$ cat config.mk
export PLATFORM = sky130hd
export DESIGN_NAME = uwcs_core
export DESIGN_NICKNAME = d
export VERILOG_FILES = /design/src/uwcs_pkg.sv /design/src/uwcs_core.sv
export SDC_FILE = /design/constraint.sdc
export NUM_CORES = 1
export LEC_CHECK = 0
export ABC_AREA = 0
export BUFFER_PORTS_ARGS = -buffer_cell sky130_fd_sc_hd__buf_2
export CAP_MARGIN = 20
export CORE_MARGIN = 2
export CORE_UTILIZATION = 43
export DETAILED_ROUTE_END_ITERATION = 12
export PLACE_DENSITY = 0.81
export SKIP_LAST_GASP = 1
export SYNTH_ARGS = -nofsm -noshare
export SYNTH_HDL_FRONTEND = slang
export SYNTH_SLANG_ARGS = --single-unit
$ cat constraint.sdc
create_clock -name i_core_clk -period 3.3 [get_ports i_core_clk]
set_clock_uncertainty 0.2 [all_clocks]
set_input_delay 0.33 -clock i_core_clk [delete_from_list [all_inputs] [get_ports i_core_clk]]
set_output_delay 0.33 -clock i_core_clk [all_outputs]
set_load 0.05 [all_outputs]
$ cat src/uwcs_pkg.sv
package uwcs_pkg;
    localparam logic [1:0] WM_OFF       = 2'h0;
    localparam logic [1:0] WM_THREE     = 2'h1;
    localparam logic [1:0] WM_TWO       = 2'h2;
    localparam logic [1:0] WM_TWO_OVF   = 2'h3;
    localparam int         CS_HI_BIT    = 1;
    localparam logic [1:0] CS_SOFT      = 2'h0;
    localparam logic [1:0] CS_TIMER     = 2'h1;
    localparam logic       CS_EDGE_NEG  = 1'h1;
    localparam logic [1:0] MODE_RST     = 2'h0;
    localparam logic [1:0] CS_RST       = 2'h0;
endpackage : uwcs_pkg

$ cat src/uwcs_core.sv
`timescale 1ns/1ps
module uwcs_core (
    input  wire logic             i_core_clk,
    input  wire logic             i_nrst,
    input  wire logic             i_clk_en,
    input  wire logic [1:0]       i_wire_mode_select,
    input  wire logic [1:0]       i_clock_source_select,
    input  wire logic             i_clock_strobe,
    input  wire logic             i_clock_toggle_strobe,
    input  wire logic             i_timer_match,
    input  wire logic             i_shift_msb,
    input  wire logic             i_start_condition_flag,
    input  wire logic             i_counter_overflow_flag,
    input  wire logic             i_do_port,
    input  wire logic             i_do_ddr,
    input  wire logic             i_sda_port,
    input  wire logic             i_sda_ddr,
    input  wire logic             i_scl_port,
    input  wire logic             i_scl_ddr,
    input  wire logic             i_sda_pin,
    input  wire logic             i_serial_clock_pin,
    output logic                  o_do_out,
    output logic                  o_do_oe,
    output logic                  o_do_pullup,
    output logic                  o_sda_out,
    output logic                  o_sda_oe,
    output logic                  o_sda_pullup,
    output logic                  o_scl_out,
    output logic                  o_scl_oe,
    output logic                  o_scl_pullup,
    output logic                  o_scl_toggle,
    output logic                  o_start_det_en,
    output logic                  o_shift_clk,
    output logic                  o_sample_en,
    output logic                  o_sda_in,
    output logic                  o_serial_in_pin
);
    import uwcs_pkg::*;

    logic [1:0] mode_q;
    logic [1:0] cs_q;
    logic       sda_s1_q, sda_s2_q, sck_s1_q, sck_s2_q, sck_prev_q;
    logic       latch_q;
    logic       two_wire, three_wire, ext_src, sck_rise, sck_fall, hold;

    always_ff @(posedge i_core_clk or negedge i_nrst) begin
        if (!i_nrst) begin
            mode_q <= MODE_RST;
            cs_q   <= CS_RST;
        end else if (i_clk_en) begin
            mode_q <= i_wire_mode_select;
            cs_q   <= i_clock_source_select;
        end
    end

    // Pins come from the far side, so both pass two flops before use.
    always_ff @(posedge i_core_clk or negedge i_nrst) begin
        if (!i_nrst) begin
            sda_s1_q   <= 1'h1;
            sda_s2_q   <= 1'h1;
            sck_s1_q   <= 1'h0;
            sck_s2_q   <= 1'h0;
            sck_prev_q <= 1'h0;
        end else if (i_clk_en) begin
            sda_s1_q   <= i_sda_pin;
            sda_s2_q   <= sda_s1_q;
            sck_s1_q   <= i_serial_clock_pin;
            sck_s2_q   <= sck_s1_q;
            sck_prev_q <= sck_s2_q;
        end
    end

    assign two_wire   = mode_q[1];
    assign three_wire = (mode_q == WM_THREE);
    assign ext_src    = cs_q[CS_HI_BIT];
    assign sck_rise   = sck_s2_q & ~sck_prev_q;
    assign sck_fall   = ~sck_s2_q & sck_prev_q;

    assign hold = two_wire & (i_start_condition_flag |
                  ((mode_q == WM_TWO_OVF) & i_counter_overflow_flag));

    always_ff @(posedge i_core_clk or negedge i_nrst) begin
        if (!i_nrst) begin
            latch_q <= 1'h1;
        end else if (i_clk_en) begin
            if (!ext_src || (cs_q[0] == CS_EDGE_NEG ? sck_rise : sck_fall)) begin
                latch_q <= i_shift_msb;
            end
        end
    end

    always_comb begin
        o_sample_en = 1'h0;
        if (ext_src) begin
            if (i_clock_strobe) begin
                o_sample_en = i_clock_toggle_strobe;
            end else begin
                o_sample_en = (cs_q[0] == CS_EDGE_NEG) ? sck_fall : sck_rise;
            end
        end else if (cs_q == CS_SOFT) begin
            o_sample_en = i_clock_strobe;
        end else begin
            o_sample_en = i_timer_match;
        end
    end
    assign o_shift_clk = o_sample_en;

    always_comb begin
        o_do_out     = i_do_port;
        o_do_oe      = i_do_ddr;
        o_do_pullup  = ~i_do_ddr & i_do_port;
        o_sda_out    = i_sda_port;
        o_sda_oe     = i_sda_ddr;
        o_sda_pullup = ~i_sda_ddr & i_sda_port;
        o_scl_out    = i_scl_port;
        o_scl_oe     = i_scl_ddr;
        o_scl_pullup = ~i_scl_ddr & i_scl_port;
        if (three_wire) begin
            o_do_out    = ext_src ? latch_q : i_shift_msb;
            o_do_pullup = ~i_do_ddr & i_do_port;
        end else if (two_wire) begin
            o_sda_out    = 1'h0;
            o_sda_oe     = i_sda_ddr & ~((ext_src ? latch_q : i_shift_msb) & i_sda_port);
            // Clock low on zero or hold.
            o_scl_out    = 1'h0;
            o_scl_oe     = i_scl_ddr & (~i_scl_port | hold);
            o_sda_pullup = 1'h0;
            o_scl_pullup = 1'h0;
        end
    end

    assign o_scl_toggle    = (mode_q != WM_OFF) & i_clock_toggle_strobe;
    assign o_start_det_en  = two_wire;
    assign o_sda_in        = sda_s2_q;
    assign o_serial_in_pin = sda_s2_q;

    // a_off_passthru: disabled mode follows port.
    a_off_passthru: assert property (@(posedge i_core_clk) disable iff (!i_nrst)
        (mode_q == WM_OFF) |-> (o_sda_oe == i_sda_ddr && o_scl_out == i_scl_port))
        else $error("Disabled mode not passthrough.");
    a_three_override: assert property (@(posedge i_core_clk) disable iff (!i_nrst)
        (three_wire && !ext_src) |-> (o_do_out == i_shift_msb && o_do_oe == i_do_ddr))
        else $error("Three-wire data override wrong.");
    a_three_pullup: assert property (@(posedge i_core_clk) disable iff (!i_nrst)
        (three_wire && !i_do_ddr) |-> (o_do_pullup == i_do_port))
        else $error("Three-wire pull-up wrong.");
    a_three_clkpin: assert property (@(posedge i_core_clk) disable iff (!i_nrst)
        three_wire |-> (o_scl_oe == i_scl_ddr && o_sda_out == i_sda_port))
        else $error("Three-wire clock pin overridden.");
    a_toggle_strobe: assert property (@(posedge i_core_clk) disable iff (!i_nrst)
        (i_clock_toggle_strobe && mode_q != WM_OFF) |-> o_scl_toggle)
        else $error("Toggle strobe lost.");
    a_two_opendrain: assert property (@(posedge i_core_clk) disable iff (!i_nrst)
        two_wire |-> (!o_sda_out && !o_scl_out && (i_sda_ddr || !o_sda_oe)))
        else $error("Two-wire driver not open-collector.");
    a_sda_pull_low: assert property (@(posedge i_core_clk) disable iff (!i_nrst)
        (two_wire && i_sda_ddr && !i_sda_port) |-> o_sda_oe)
        else $error("Data line not pulled low.");
    a_scl_hold: assert property (@(posedge i_core_clk) disable iff (!i_nrst)
        (two_wire && i_scl_ddr && i_start_condition_flag) |-> o_scl_oe)
        else $error("Clock not held after start.");
    a_scl_release: assert property (@(posedge i_core_clk) disable iff (!i_nrst)
        (two_wire && i_scl_port && !hold) |-> !o_scl_oe)
        else $error("Clock not released.");
    a_two_pullups: assert property (@(posedge i_core_clk) disable iff (!i_nrst)
        two_wire |-> (!o_sda_pullup && !o_scl_pullup))
        else $error("Pull-ups active in two-wire mode.");
    a_ovf_hold: assert property (@(posedge i_core_clk) disable iff (!i_nrst)
        (mode_q == WM_TWO_OVF && i_scl_ddr && i_counter_overflow_flag) |-> o_scl_oe)
        else $error("Clock not held after overflow.");
    a_soft_strobe: assert property (@(posedge i_core_clk) disable iff (!i_nrst)
        (cs_q == CS_SOFT) |-> (o_shift_clk == i_clock_strobe))
        else $error("Software strobe not applied.");
    a_ext_toggle: assert property (@(posedge i_core_clk) disable iff (!i_nrst)
        (ext_src && i_clock_strobe) |-> (o_shift_clk == i_clock_toggle_strobe))
        else $error("External toggle select wrong.");
    a_mode_delay: assert property (@(posedge i_core_clk) disable iff (!i_nrst)
        i_clk_en |=> (mode_q == $past(i_wire_mode_select)))
        else $error("Mode not taken next cycle.");
    a_latch_hold: assert property (@(posedge i_core_clk) disable iff (!i_nrst)
        (ext_src && i_clk_en && !sck_rise && !sck_fall) |=> (latch_q == $past(latch_q)))
        else $error("Output latch moved without a clock edge.");
    a_latch_edge: assert property (@(posedge i_core_clk) disable iff (!i_nrst)
        (ext_src && i_clk_en && ((cs_q[0] == CS_EDGE_NEG) ? sck_rise : sck_fall))
        |=> (latch_q == $past(i_shift_msb)))
        else $error("Output latch missed its edge.");
    a_sda_transp: assert property (@(posedge i_core_clk) disable iff (!i_nrst)
        (two_wire && !ext_src && i_sda_ddr && i_sda_port) |-> (o_sda_oe == !i_shift_msb))
        else $error("Data line latch not transparent.");
endmodule : uwcs_core

; ---- Word-level counts from Yosys, hierarchy flattened
; Cells that the tools add are included.
[word_totals]
register_bits = 10
in_bits = 21
out_inout_bits = 15
wordCells = 54
[classes]
n_eq_ne = 2
mux = 19
bitwise_logic = 20
n_reduce_logical = 5
[ops]
columns = operator, n
row1 = 2-to-1 mux 1 bit, 19
row2 = AND 1 bit, 11
row3 = NOT 1 bit, 7
row4 = equality test 2 x 1 -> 1 bit (second input constant), 1
row5 = equality test 2 bit (second input constant), 1
row6 = zero test 2 bit, 1
row7 = bitwise OR 1 bit, 2
row8 = AND reduction 2 bit, 1
row9 = nonzero test 2 bit, 1
row10 = zero test 1 bit, 1
row11 = logical OR 1 bit, 1

; ---- Logic depth before layout (Yosys ltp)
; Gate-level depths: netlist (run 1).
[depth]
depth_word = 8
ltp_mapped = 4
ltp_nobuf = 3

; ---- Least setup slack after synthesis (run 1)
; OpenSTA, ideal clock, no wires.
[synth_timing]
path_type = register to output
start = register mode_q[1]
end = output o_scl_pullup
t_arrival_ps = 2223
required_ps = 2770
path_slack_ps = 547
stages_incl_launch_ff = 3
path_buffers = 0
cell_sequence = dfrtp_1 -> nor2b_1 -> nor2b_1
[synth_via]
elab_chain_len = 2
word_cells_on_any_way = 3
cone_classes = 1 x eq/ne / 2 x mux
[synth_lines]
columns = element, line
row1 = from (decl), uwcs_core.sv:40  ; logic [1:0] mode_q;
row2 = from (signal assigned), uwcs_core.sv:51  ; mode_q <= i_wire_mode_select;
row3 = equality test 2 x 1 -> 1 bit or 2-to-1 mux 1 bit (tied branches), "uwcs_core.sv:74, uwcs_core.sv:121"
row4 = 2-to-1 mux 1 bit (*), uwcs_core.sv:118  ; if (three_wire) begin
row5 = to (decl), uwcs_core.sv:30  ; output logic o_scl_pullup,
; Every way passes the cells marked *; elsewhere a longest branch is shown, timed or not.

; ---- Worst setup path in the final report (run 1)
[layout_timing]
start = register cs_q[0]
end = output o_sample_en
[layout_via]
elab_chain_len = 3
word_cells_on_any_way = 5
cone_classes = 4 x mux / 1 x reduce/logical
[layout_lines]
columns = element, line
row1 = from (decl), uwcs_core.sv:41  ; logic [1:0] cs_q;
row2 = from (signal assigned), uwcs_core.sv:52  ; cs_q <= i_clock_source_select;
row3 = zero test 2 bit or 2-to-1 mux 1 bit (tied branches), "uwcs_core.sv:100, uwcs_core.sv:98"
row4 = "2-to-1 mux 1 bit, on equally long branches", "uwcs_core.sv:100, uwcs_core.sv:95"
row5 = 2-to-1 mux 1 bit (*), uwcs_core.sv:94  ; if (ext_src) begin
row6 = to (decl), uwcs_core.sv:34  ; output logic o_sample_en,
; Marks and branches as above.

==> impl_metrics.env, run 1 <==
export IMPL_core_um2=1250
export IMPL_primary_flip_flop_cell_chosen_by_synthesis_mapping="dfrtp_1"
export IMPL_report_final_setup_viol=0
export IMPL_mostFrequentLayoutCell="buf_2"
export IMPL_ctsLongestPathBuffers=2
export IMPL_die_height_um=40.1
export IMPL_postCtsResizedCells=0
export IMPL_parity_gate_share_of_the_synthesized_area_counting_xor_and_xnor_cells_pct=0
export IMPL_start_util_pct=44.9
export IMPL_cp_end_kind="primary output"
export IMPL_synthesis_area_um2=562
export IMPL_slew_at_the_pin_with_the_worst_max_slew_slack_ps=264
export IMPL_main_combinational_cell_family_by_area_after_synthesis="multiplexers"
export IMPL_synth_enable_flop_cells=0
export IMPL_postSynthCellCount=48
export IMPL_grt_setup_unrepaired="false"
export IMPL_place_port_buffers=35
export IMPL_cts_clk_slew_worst_paths_ps=60
export IMPL_finalInstanceArea_um2=764
export IMPL_post_route_util_pct=61.0
export IMPL_vias_per_cell=4.75
export IMPL_critPathMaxFanout=6
export IMPL_yosys_mux_area_fraction_pct=25.8
export IMPL_timing_final_hold_violations=0
export IMPL_yosys_warnings=0
export IMPL_totalWireLength_mm=1.00
export IMPL_max_cap_violations=0
export IMPL_routabilityCongestion=0.723
export IMPL_antenna_cells=0
export IMPL_start_kind="register"
export IMPL_detailed_route_drc_error_count=0
export IMPL_timing_final_crit_share_pct=63.4
export IMPL_setup_slack_ps=1210
export IMPL_antenna_left=0
export IMPL_placement_cell_area_um2=728
export IMPL_worstPathArrival_ps=1560
export IMPL_cts_buffers_inserted=3
export IMPL_synth_lib_cells_used_distinct=21
export IMPL_finish_net_count=106
export IMPL_core_rowCount=13
export IMPL_grt_max_degree=11
export IMPL_grt_antenna_before_repair=0
export IMPL_drive_gt1_share_pct=63.1
export IMPL_synthesized_netlist_net_count=69
export IMPL_hold_path_class="input port to register"
export IMPL_ioPinCount=36
export IMPL_finalMaxSlewViolations=0
export IMPL_postSynthRegisterBits=10
export IMPL_final_min_clock_period_ps=2090
export IMPL_pwr_density_nw_per_um2=498
export IMPL_grt_use_total_pct=14.9
export IMPL_synth_seq_area_share_pct=45.2
export IMPL_synth_compound_area_share_pct=7.35
export IMPL_power_uw=381
export IMPL_wire_per_inst_um=10.1
export IMPL_synthesis_area_per_instance_um2=11.7
export IMPL_hpwl_after_detailed_placement_um=823
export IMPL_max_vdd_ir_drop_uv=275
export IMPL_post_place_ws_ps=1470
export IMPL_relSlewSlack_pct=82.2
export IMPL_post_synth_fa_ha_maj_area_fraction_pct=0
export IMPL_die_width_um=40.1
export IMPL_postCtsSetupBuffers=0
export IMPL_critical_path_class="register to primary output"
export IMPL_most_common_layout_cells="buf_2, mux2_2, dfrtp_1"
export IMPL_fmaxAchievable_ghz=0.478
export IMPL_power_leakage_uw=0.000381
export IMPL_dr_first_iter_drc_count=1
export IMPL_first_global_vias=409
export IMPL_status="finished clean"
export IMPL_cts_hold_buffers=1
export IMPL_share_of_async_settable_or_async_resettable_flops_after_synthesis_pct=100
export IMPL_worst_ep_required_time_ps=2770
export IMPL_die_area_um2=1610
export IMPL_routed_via_count=470
export IMPL_firstDrtPassIters=2
export IMPL_post_synth_and_or_nand_nor_area_fraction_pct=15.4
export IMPL_insertion_delay_ps=250
export IMPL_clock_sinks=10
export IMPL_setup_total_negative_slack_ps=0
export IMPL_fillers=106
export IMPL_globalRoute_totalOverflow=0
export IMPL_cts_root_buf="clkbuf_4"
export IMPL_grt_first_pass_wirelength_mm=1.59
export IMPL_cts_htree_levels=1
export IMPL_clock_tree_from_tritoncts="done"
export IMPL_area_added_between_synthesis_and_finish_pct=36.1
-- layer usage --
metal	GRT usage (%)	vias to the layer above	wire length, µm
met5	0	-	0
met4	7.76	0	0
met3	3.33	0	77
met2	25.4	19	505
met1	17.4	211	419
li1	-	240	-
-- cell usage after synthesis, types with 2 or more instances --
library cell  count  share of area [%]
o21a_1            2                2.7
a31oi_1           2                2.2
inv_1             2                1.3
buf_4             3                4.0
dfstp_2           3                 14
mux2_2           11                 22
nor2b_1           5                5.6
dfrtp_1           7                 31
-- cell families (layout without fill, tap and decap cells) --
family | count (synthesis) | count (layout)
buf+inv | 6 | 42
compound gates | 6 | 6
mux | 13 | 13
flops | 10 | 10
simple gates | 13 | 13
-- layout make-up --
type / count / area [µm²] / share of cell area [%]
multi-input cells: 32 / 273 / 35.7
well taps: 15 / 18.8 / 2.45
flip-flops and latches: 10 / 254 / 33.2
clock buffers: 4 / 26.3 / 3.44
repair buffers: 36 / 185 / 24.2
inverters: 2 / 7.51 / 0.982
-- stage by stage --
step,hold slack (ps),std cells
after floorplan,-166,48
after global placement,-6.25,94
after detailed placement,-3.61,94
after CTS,89.9,99
after global routing,91.2,99
final,101,99
-- worst max-delay path, stage by stage, from the launching register on --
cell      delay, ps
dfrtp_1         430
and3b_2         210
o311ai_0        290
o21ai_0         150
buf_2           230
-- power by group --
part / internal (µW) / total (µW) / switching, µW
Combinational: 49.2 / 139 / 90.2
Clock: 46.5 / 83.8 / 37.3
Sequential: 143 / 158 / 14.6
Total: 239 / 381 / 142
-- path summary, 6_finish.rpt --
| path | start | to | slack (ps) | cells after the start |
|---|---|---|---|---|
| hold / removal | i_wire_mode_select[1] | mode_q[1] | 100 | 2 |
| hold reg to reg | sck_s1_q | sck_s2_q | 310 | 1 |
| min in group asynchronous | i_nrst | sck_prev_q | 260 | 2 |
| max in group asynchronous | i_nrst | o_sda_in | 2390 | 2 |
| setup reg to reg | sck_s2_q | latch_q | 1720 | 3 |
| setup / recovery | cs_q[0] | o_sample_en | 1210 | 4 |
-- state kept, by name, indices dropped and copies added (netlist names) --
name        flops
cs_q            2
mode_q          2
o_sda_in        1
sda_s1_q        1
sck_s2_q        1
latch_q         1
sck_prev_q      1
sck_s1_q        1
No activity file was read; power rests on OpenSTA's default activity.
==> run 2: changes to the inputs <==
--- a/config.mk
+++ b/config.mk
@@ -9,9 +9,9 @@
 export BUFFER_PORTS_ARGS = -buffer_cell sky130_fd_sc_hd__buf_2
 export CAP_MARGIN = 20
 export CORE_MARGIN = 2
-export CORE_UTILIZATION = 43
+export CORE_UTILIZATION = 36
 export DETAILED_ROUTE_END_ITERATION = 12
-export PLACE_DENSITY = 0.81
+export PLACE_DENSITY = 0.72
 export SKIP_LAST_GASP = 1
 export SYNTH_ARGS = -nofsm -noshare
 export SYNTH_HDL_FRONTEND = slang
==> constraint.sdc (replaced) <==
create_clock -name i_core_clk -period 1.8 [get_ports i_core_clk]
set_clock_uncertainty 0.2 [all_clocks]
set_input_delay 0.18 -clock i_core_clk [delete_from_list [all_inputs] [get_ports i_core_clk]]
set_output_delay 0.18 -clock i_core_clk [all_outputs]
set_load 0.05 [all_outputs]
==> run 2 against run 1 <==
Effect of this change: the flow now finishes with violations (setup timing); combinational power grew 150%; die area is 17% higher; routed wire length grew 20%; final cell count is 13% higher; power rose by 110%; largest cell class unchanged.
==> impl_metrics.env, run 2 (synthesized netlist as in run 1, its figures left out) <==
export IMPL_cts_root_buf="clkbuf_4"
export IMPL_critPathMaxFanout=5
export IMPL_hpwl_after_detailed_placement_um=832
export IMPL_routabilityCongestion=0.660
export IMPL_cp_end_kind="primary output"
export IMPL_totalWireLength_mm=1.21
export IMPL_worst_ep_required_time_ps=1420
export IMPL_cts_htree_levels=1
export IMPL_place_port_buffers=35
export IMPL_timing_final_hold_violations=0
export IMPL_firstDrtPassIters=2
export IMPL_pwr_density_nw_per_um2=814
export IMPL_die_area_um2=1890
export IMPL_drive_gt1_share_pct=68.8
export IMPL_area_added_between_synthesis_and_finish_pct=71.3
export IMPL_hold_path_class="input port to asynchronous set/reset pin"
export IMPL_core_rowCount=14
export IMPL_vias_per_cell=4.61
export IMPL_timing_final_crit_share_pct=102
export IMPL_setup_slack_ps=-27.8
export IMPL_grt_first_pass_wirelength_mm=1.95
export IMPL_wire_per_inst_um=10.8
export IMPL_clock_tree_from_tritoncts="done"
export IMPL_grt_use_total_pct=13.8
export IMPL_smallest_hold_slack_ps=97.3
export IMPL_ctsLongestPathBuffers=2
export IMPL_insertion_delay_ps=260
export IMPL_failing_checks="setup timing"
export IMPL_critical_path_class="register to primary output"
export IMPL_core_um2=1490
export IMPL_ioPinCount=36
export IMPL_grt_max_degree=11
export IMPL_slew_at_the_pin_with_the_worst_max_slew_slack_ps=256
export IMPL_cts_buffers_inserted=3
export IMPL_status="finished with violations"
export IMPL_layout_area_seq_um2=254
export IMPL_grt_setup_unrepaired="true"
export IMPL_first_global_vias=466
export IMPL_final_cells=112
export IMPL_most_common_layout_cells="buf_2, mux2_2, dlygate4sd3_1"
export IMPL_report_final_setup_viol=2
export IMPL_antenna_cells=0
export IMPL_clock_sinks=10
export IMPL_cts_clk_slew_worst_paths_ps=60
export IMPL_die_height_um=43.5
export IMPL_detailed_route_drc_error_count=0
export IMPL_globalRoute_totalOverflow=0
export IMPL_die_width_um=43.5
export IMPL_grt_antenna_before_repair=0
export IMPL_relSlewSlack_pct=82.9
export IMPL_antenna_left=0
export IMPL_power_uw=783
export IMPL_max_vdd_ir_drop_uv=503
export IMPL_post_place_cells=96
export IMPL_mostFrequentLayoutCell="buf_2"
export IMPL_dr_first_iter_drc_count=1
export IMPL_post_place_ws_ps=164
export IMPL_fillers=115
export IMPL_start_kind="register"
export IMPL_finish_net_count=118
export IMPL_finalMaxSlewViolations=0
export IMPL_worstPathArrival_ps=1450
export IMPL_power_leakage_uw=0.000470
export IMPL_final_min_clock_period_ps=1830
export IMPL_max_cap_violations=0
export IMPL_regs_by_ff_count="cs_q x2, mode_q x2"
export IMPL_routed_via_count=516
export IMPL_start_util_pct=37.7
export IMPL_fmaxAchievable_ghz=0.547
export IMPL_multi_input_comb_area_um2=337
-- run 2: cell count changes in the layout (fill, tap and decap cells not counted), sizes merged --
cell,previous run,this run
dlygate4sd3,1,8
buf,35,40
-- run 2: final timing paths --
path	cells after the start	slack, ps	end	startpoint
min in group i_core_clk	2	140	sck_s1_q	i_clk_en
worst min-delay path	2	100	cs_q[1]	i_nrst
worst min register to register	1	310	sck_s1_q	sck_s1_q
worst max register to register	4	50	latch_q	sck_s2_q
max in group asynchronous	2	1050	latch_q	i_nrst
worst max-delay path	4	-30	o_sample_en	sck_s2_q
-- run 2: repair_timing --
item,in CTS,in global routing
gates resized for setup,8,5
setup endpoints to repair,4,3
setup buffers,3,1
endpoints found under the hold margin,17,0
pin swaps,0,1
hold buffers,8,0
-- run 2: power breakdown --
part	switching [µW]	internal, µW	total, µW
Clock	69.8	85.3	155
Combinational	194	147	342
Sequential	23.8	263	286
Total	288	495	783
-- run 2: worst max-delay path, cell delays in order, from the launching register on --
cell      delay (ps)
dfrtp_1          410
and3b_2          240
o311ai_4         260
o21ai_2          110
buf_6            160
-- run 2: area by class of cell --
type                       instances  share of cell area, %
inverter                           2                  0.780
sequential                        10                   26.4
timing repair buffer              48                   33.0
tap                               16                   2.08
clock buffer                       4                   2.73
multi-input combinational         32                   35.0
-- run 2: through the flow --
step,area [µm²],util (%),setup TNS [ps]
final,962,64.6,-55.4
after floorplan,599,-,-29.1
after global placement,771,51.8,0
after global routing,962,64.6,-192
after CTS,928,62.4,-79.6
after detailed placement,771,51.8,0
-- run 2: per-layer routing --
metal  up-vias  wire, µm  GRT usage, %  share of wire (%)
li1        266         -             -                  -
met1       230       538          17.1                 45
met2        20       588          23.3                 49
met3         0        78          2.92                6.5
met4         0         0          5.45                  0
met5         -         0             0                  0
==> run 3: changes to the inputs <==
--- a/config.mk
+++ b/config.mk
@@ -6,12 +6,13 @@
 export NUM_CORES = 1
 export LEC_CHECK = 0
 export ABC_AREA = 0
-export BUFFER_PORTS_ARGS = -buffer_cell sky130_fd_sc_hd__buf_2
+export BUFFER_PORTS_ARGS = -buffer_cell sky130_fd_sc_hd__buf_4
 export CAP_MARGIN = 20
 export CORE_MARGIN = 2
 export CORE_UTILIZATION = 36
 export DETAILED_ROUTE_END_ITERATION = 12
 export PLACE_DENSITY = 0.72
+export RECOVER_POWER = 50
 export SKIP_LAST_GASP = 1
 export SYNTH_ARGS = -nofsm -noshare
 export SYNTH_HDL_FRONTEND = slang
==> run 3 against run 2 <==
Effect of this change: utilization grew 6.0 points; critical endpoint unchanged; power grew 9.5%; global-route usage rose by 2.2 points; the flow still finishes with violations (setup timing); worst setup slack better by 7.6 ps; critical path depth stayed put; sequential power barely moved; combinational power rose by 11%; worst hold slack worse by 21 ps; via count is 2.5% higher.
==> impl_metrics.env, run 3 (synthesized netlist as in run 1, its figures left out) <==
export IMPL_cp_end_kind="primary output"
export IMPL_die_width_um=43.5
export IMPL_grt_first_pass_wirelength_mm=2.30
export IMPL_cts_htree_levels=1
export IMPL_ioPinCount=36
export IMPL_clock_tree_from_tritoncts="done"
export IMPL_failing_checks="setup timing"
export IMPL_drive_gt1_share_pct=68.0
export IMPL_comb_power_share_pct=44.2
export IMPL_wire_per_inst_um=11.8
export IMPL_most_common_layout_cells="buf_4, mux2_2, dlygate4sd3_1"
export IMPL_start_kind="register"
export IMPL_clock_sinks=10
export IMPL_mostFrequentLayoutCell="buf_4"
export IMPL_vias_per_cell=4.68
export IMPL_antenna_left=0
export IMPL_cts_root_buf="clkbuf_4"
export IMPL_cell_internal_pwr_uw=562
export IMPL_switching_power_uw=296
export IMPL_die_area_um2=1890
export IMPL_finalMaxSlewViolations=0
export IMPL_insertion_delay_ps=260
export IMPL_clkPwrFrac_pct=22.5
export IMPL_timing_hold_worst_endpoint="cs_q[0]"
export IMPL_hpwl_after_detailed_placement_um=936
export IMPL_routed_via_count=529
export IMPL_hp_start="i_clk_en"
export IMPL_firstDrtPassIters=1
export IMPL_first_global_vias=555
export IMPL_post_place_cells=96
export IMPL_max_vdd_ir_drop_uv=566
export IMPL_critical_path_class="register to primary output"
export IMPL_fmaxAchievable_ghz=0.549
export IMPL_status="finished with violations"
export IMPL_worst_path_max_delay_cell="dfrtp_1"
export IMPL_ctsLongestPathBuffers=2
export IMPL_core_rowCount=14
export IMPL_dr_first_iter_drc_count=0
export IMPL_worstPathArrival_ps=1440
export IMPL_core_um2=1490
export IMPL_cts_clk_slew_worst_paths_ps=60
export IMPL_slowest_delay_ps=420
export IMPL_setup_total_negative_slack_ps=-40.0
export IMPL_max_cap_violations=0
export IMPL_grt_antenna_before_repair=0
export IMPL_cts_buffers_inserted=3
export IMPL_area_added_between_synthesis_and_finish_pct=87.1
export IMPL_finish_net_count=119
export IMPL_worstReg2RegEnd="latch_q"
export IMPL_die_height_um=43.5
export IMPL_grt_setup_unrepaired="true"
export IMPL_regs_by_ff_count="cs_q x2, mode_q x2"
export IMPL_hold_path_cell_count=2
export IMPL_antenna_cells=0
export IMPL_totalWireLength_mm=1.33
export IMPL_final_cells=113
export IMPL_power_leakage_uw=0.000493
export IMPL_share_seq_of_total_power_pct=33.3
export IMPL_crit_path_cell_trace="and3b_2 > o311ai_4 > o21ai_2 > buf_6"
export IMPL_timing_final_hold_violations=0
export IMPL_timing_final_crit_share_pct=101
export IMPL_place_port_buffers=35
export IMPL_critPathMaxFanout=4
export IMPL_cpLargestDelayFamily="flip-flops"
export IMPL_crit_buf_inv=1
export IMPL_setup_slack_ps=-20.2
export IMPL_setup_reg_to_reg_worst_slack_ps=110
export IMPL_hold_path_class="input port to register"
export IMPL_relSlewSlack_pct=60.4
export IMPL_pwr_density_nw_per_um2=816
export IMPL_worst_ep_required_time_ps=1420
export IMPL_report_final_setup_viol=2
export IMPL_final_min_clock_period_ps=1820
export IMPL_routabilityCongestion=0.661
export IMPL_ff2ff_path_depth=4
export IMPL_globalRoute_totalOverflow=0
export IMPL_start_util_pct=37.7
export IMPL_grt_max_degree=11
export IMPL_sw_frac_of_total_pct=34.5
export IMPL_slew_at_the_pin_with_the_worst_max_slew_slack_ps=596
export IMPL_grt_use_total_pct=15.9
export IMPL_crit_reg2reg_launch="cs_q[0]"
export IMPL_detailed_route_drc_error_count=0
-- run 3: worst reg2reg max path: stages (launching register included) --
cell and delay [ps]:
dfrtp_1 420, buf_4 160, or3b_1 340, a31oi_1 150, mux2_2 350
-- run 3: area by class of cell --
type / count / area (µm²)
clock buffers: 4 / 36.3
fillers: 122 / 438
inverters: 2 / 7.51
multi-input cells: 32 / 337
flip-flops and latches: 10 / 255
well taps: 16 / 20.0
repair buffers: 49 / 395
-- run 3: metrics by stage --
| step | setup slack [ps] | cell area, µm² | hold WS (ps) | utilization (%) | power (µW) |
|---|---|---|---|---|---|
| floorplan | -29.1 | 599 | -316 | - | 510 |
| global placement | 169 | 858 | -188 | 57.6 | 600 |
| detailed placement | 168 | 858 | -187 | 57.6 | 605 |
| CTS | -19.9 | 1030 | 63.7 | 69.3 | 854 |
| global route | -99.1 | 1050 | 76.6 | 70.6 | 904 |
| finish | -20.2 | 1050 | 76.2 | 70.6 | 857 |
-- run 3: what timing repair did --
action | 4_1_cts | 5_1_grt
pin swaps | 0 | 1
hold buffers | 8 | 0
endpoints found under the hold margin | 17 | 0
buffers inserted | 5 | 0
endpoints found under the setup margin | 4 | 4
resized for setup | 5 | 7
-- run 3: worst max path at each step --
stage	startpoint	depth (start not counted)	endpoint
floorplan	mode_q[1]	2	o_scl_pullup
global placement	cs_q[1]	3	o_do_out
detailed placement	cs_q[1]	3	o_do_out
CTS	sck_prev_q	4	o_sample_en
global route	cs_q[0]	4	o_sample_en
finish	cs_q[0]	4	o_sample_en
-- run 3: power by group through the flow --
stage | Clock, µW | Combinational, µW | Sequential (µW)
after floorplan | 0 | 198 | 311
after global placement | 0 | 309 | 292
after detailed placement | 0 | 312 | 293
after CTS | 204 | 367 | 283
after global routing | 213 | 402 | 290
final | 193 | 379 | 286
-- run 3: per-layer routing --
| layer | GRT usage (%) | up-vias | part of all wire [%] |
|---|---|---|---|
| li1 | - | 266 | - |
| met1 | 19.5 | 243 | 42 |
| met2 | 29.0 | 20 | 50 |
| met3 | 1.67 | 0 | 7.7 |
| met4 | 5.45 | 0 | 0 |
| met5 | 0 | - | 0 |
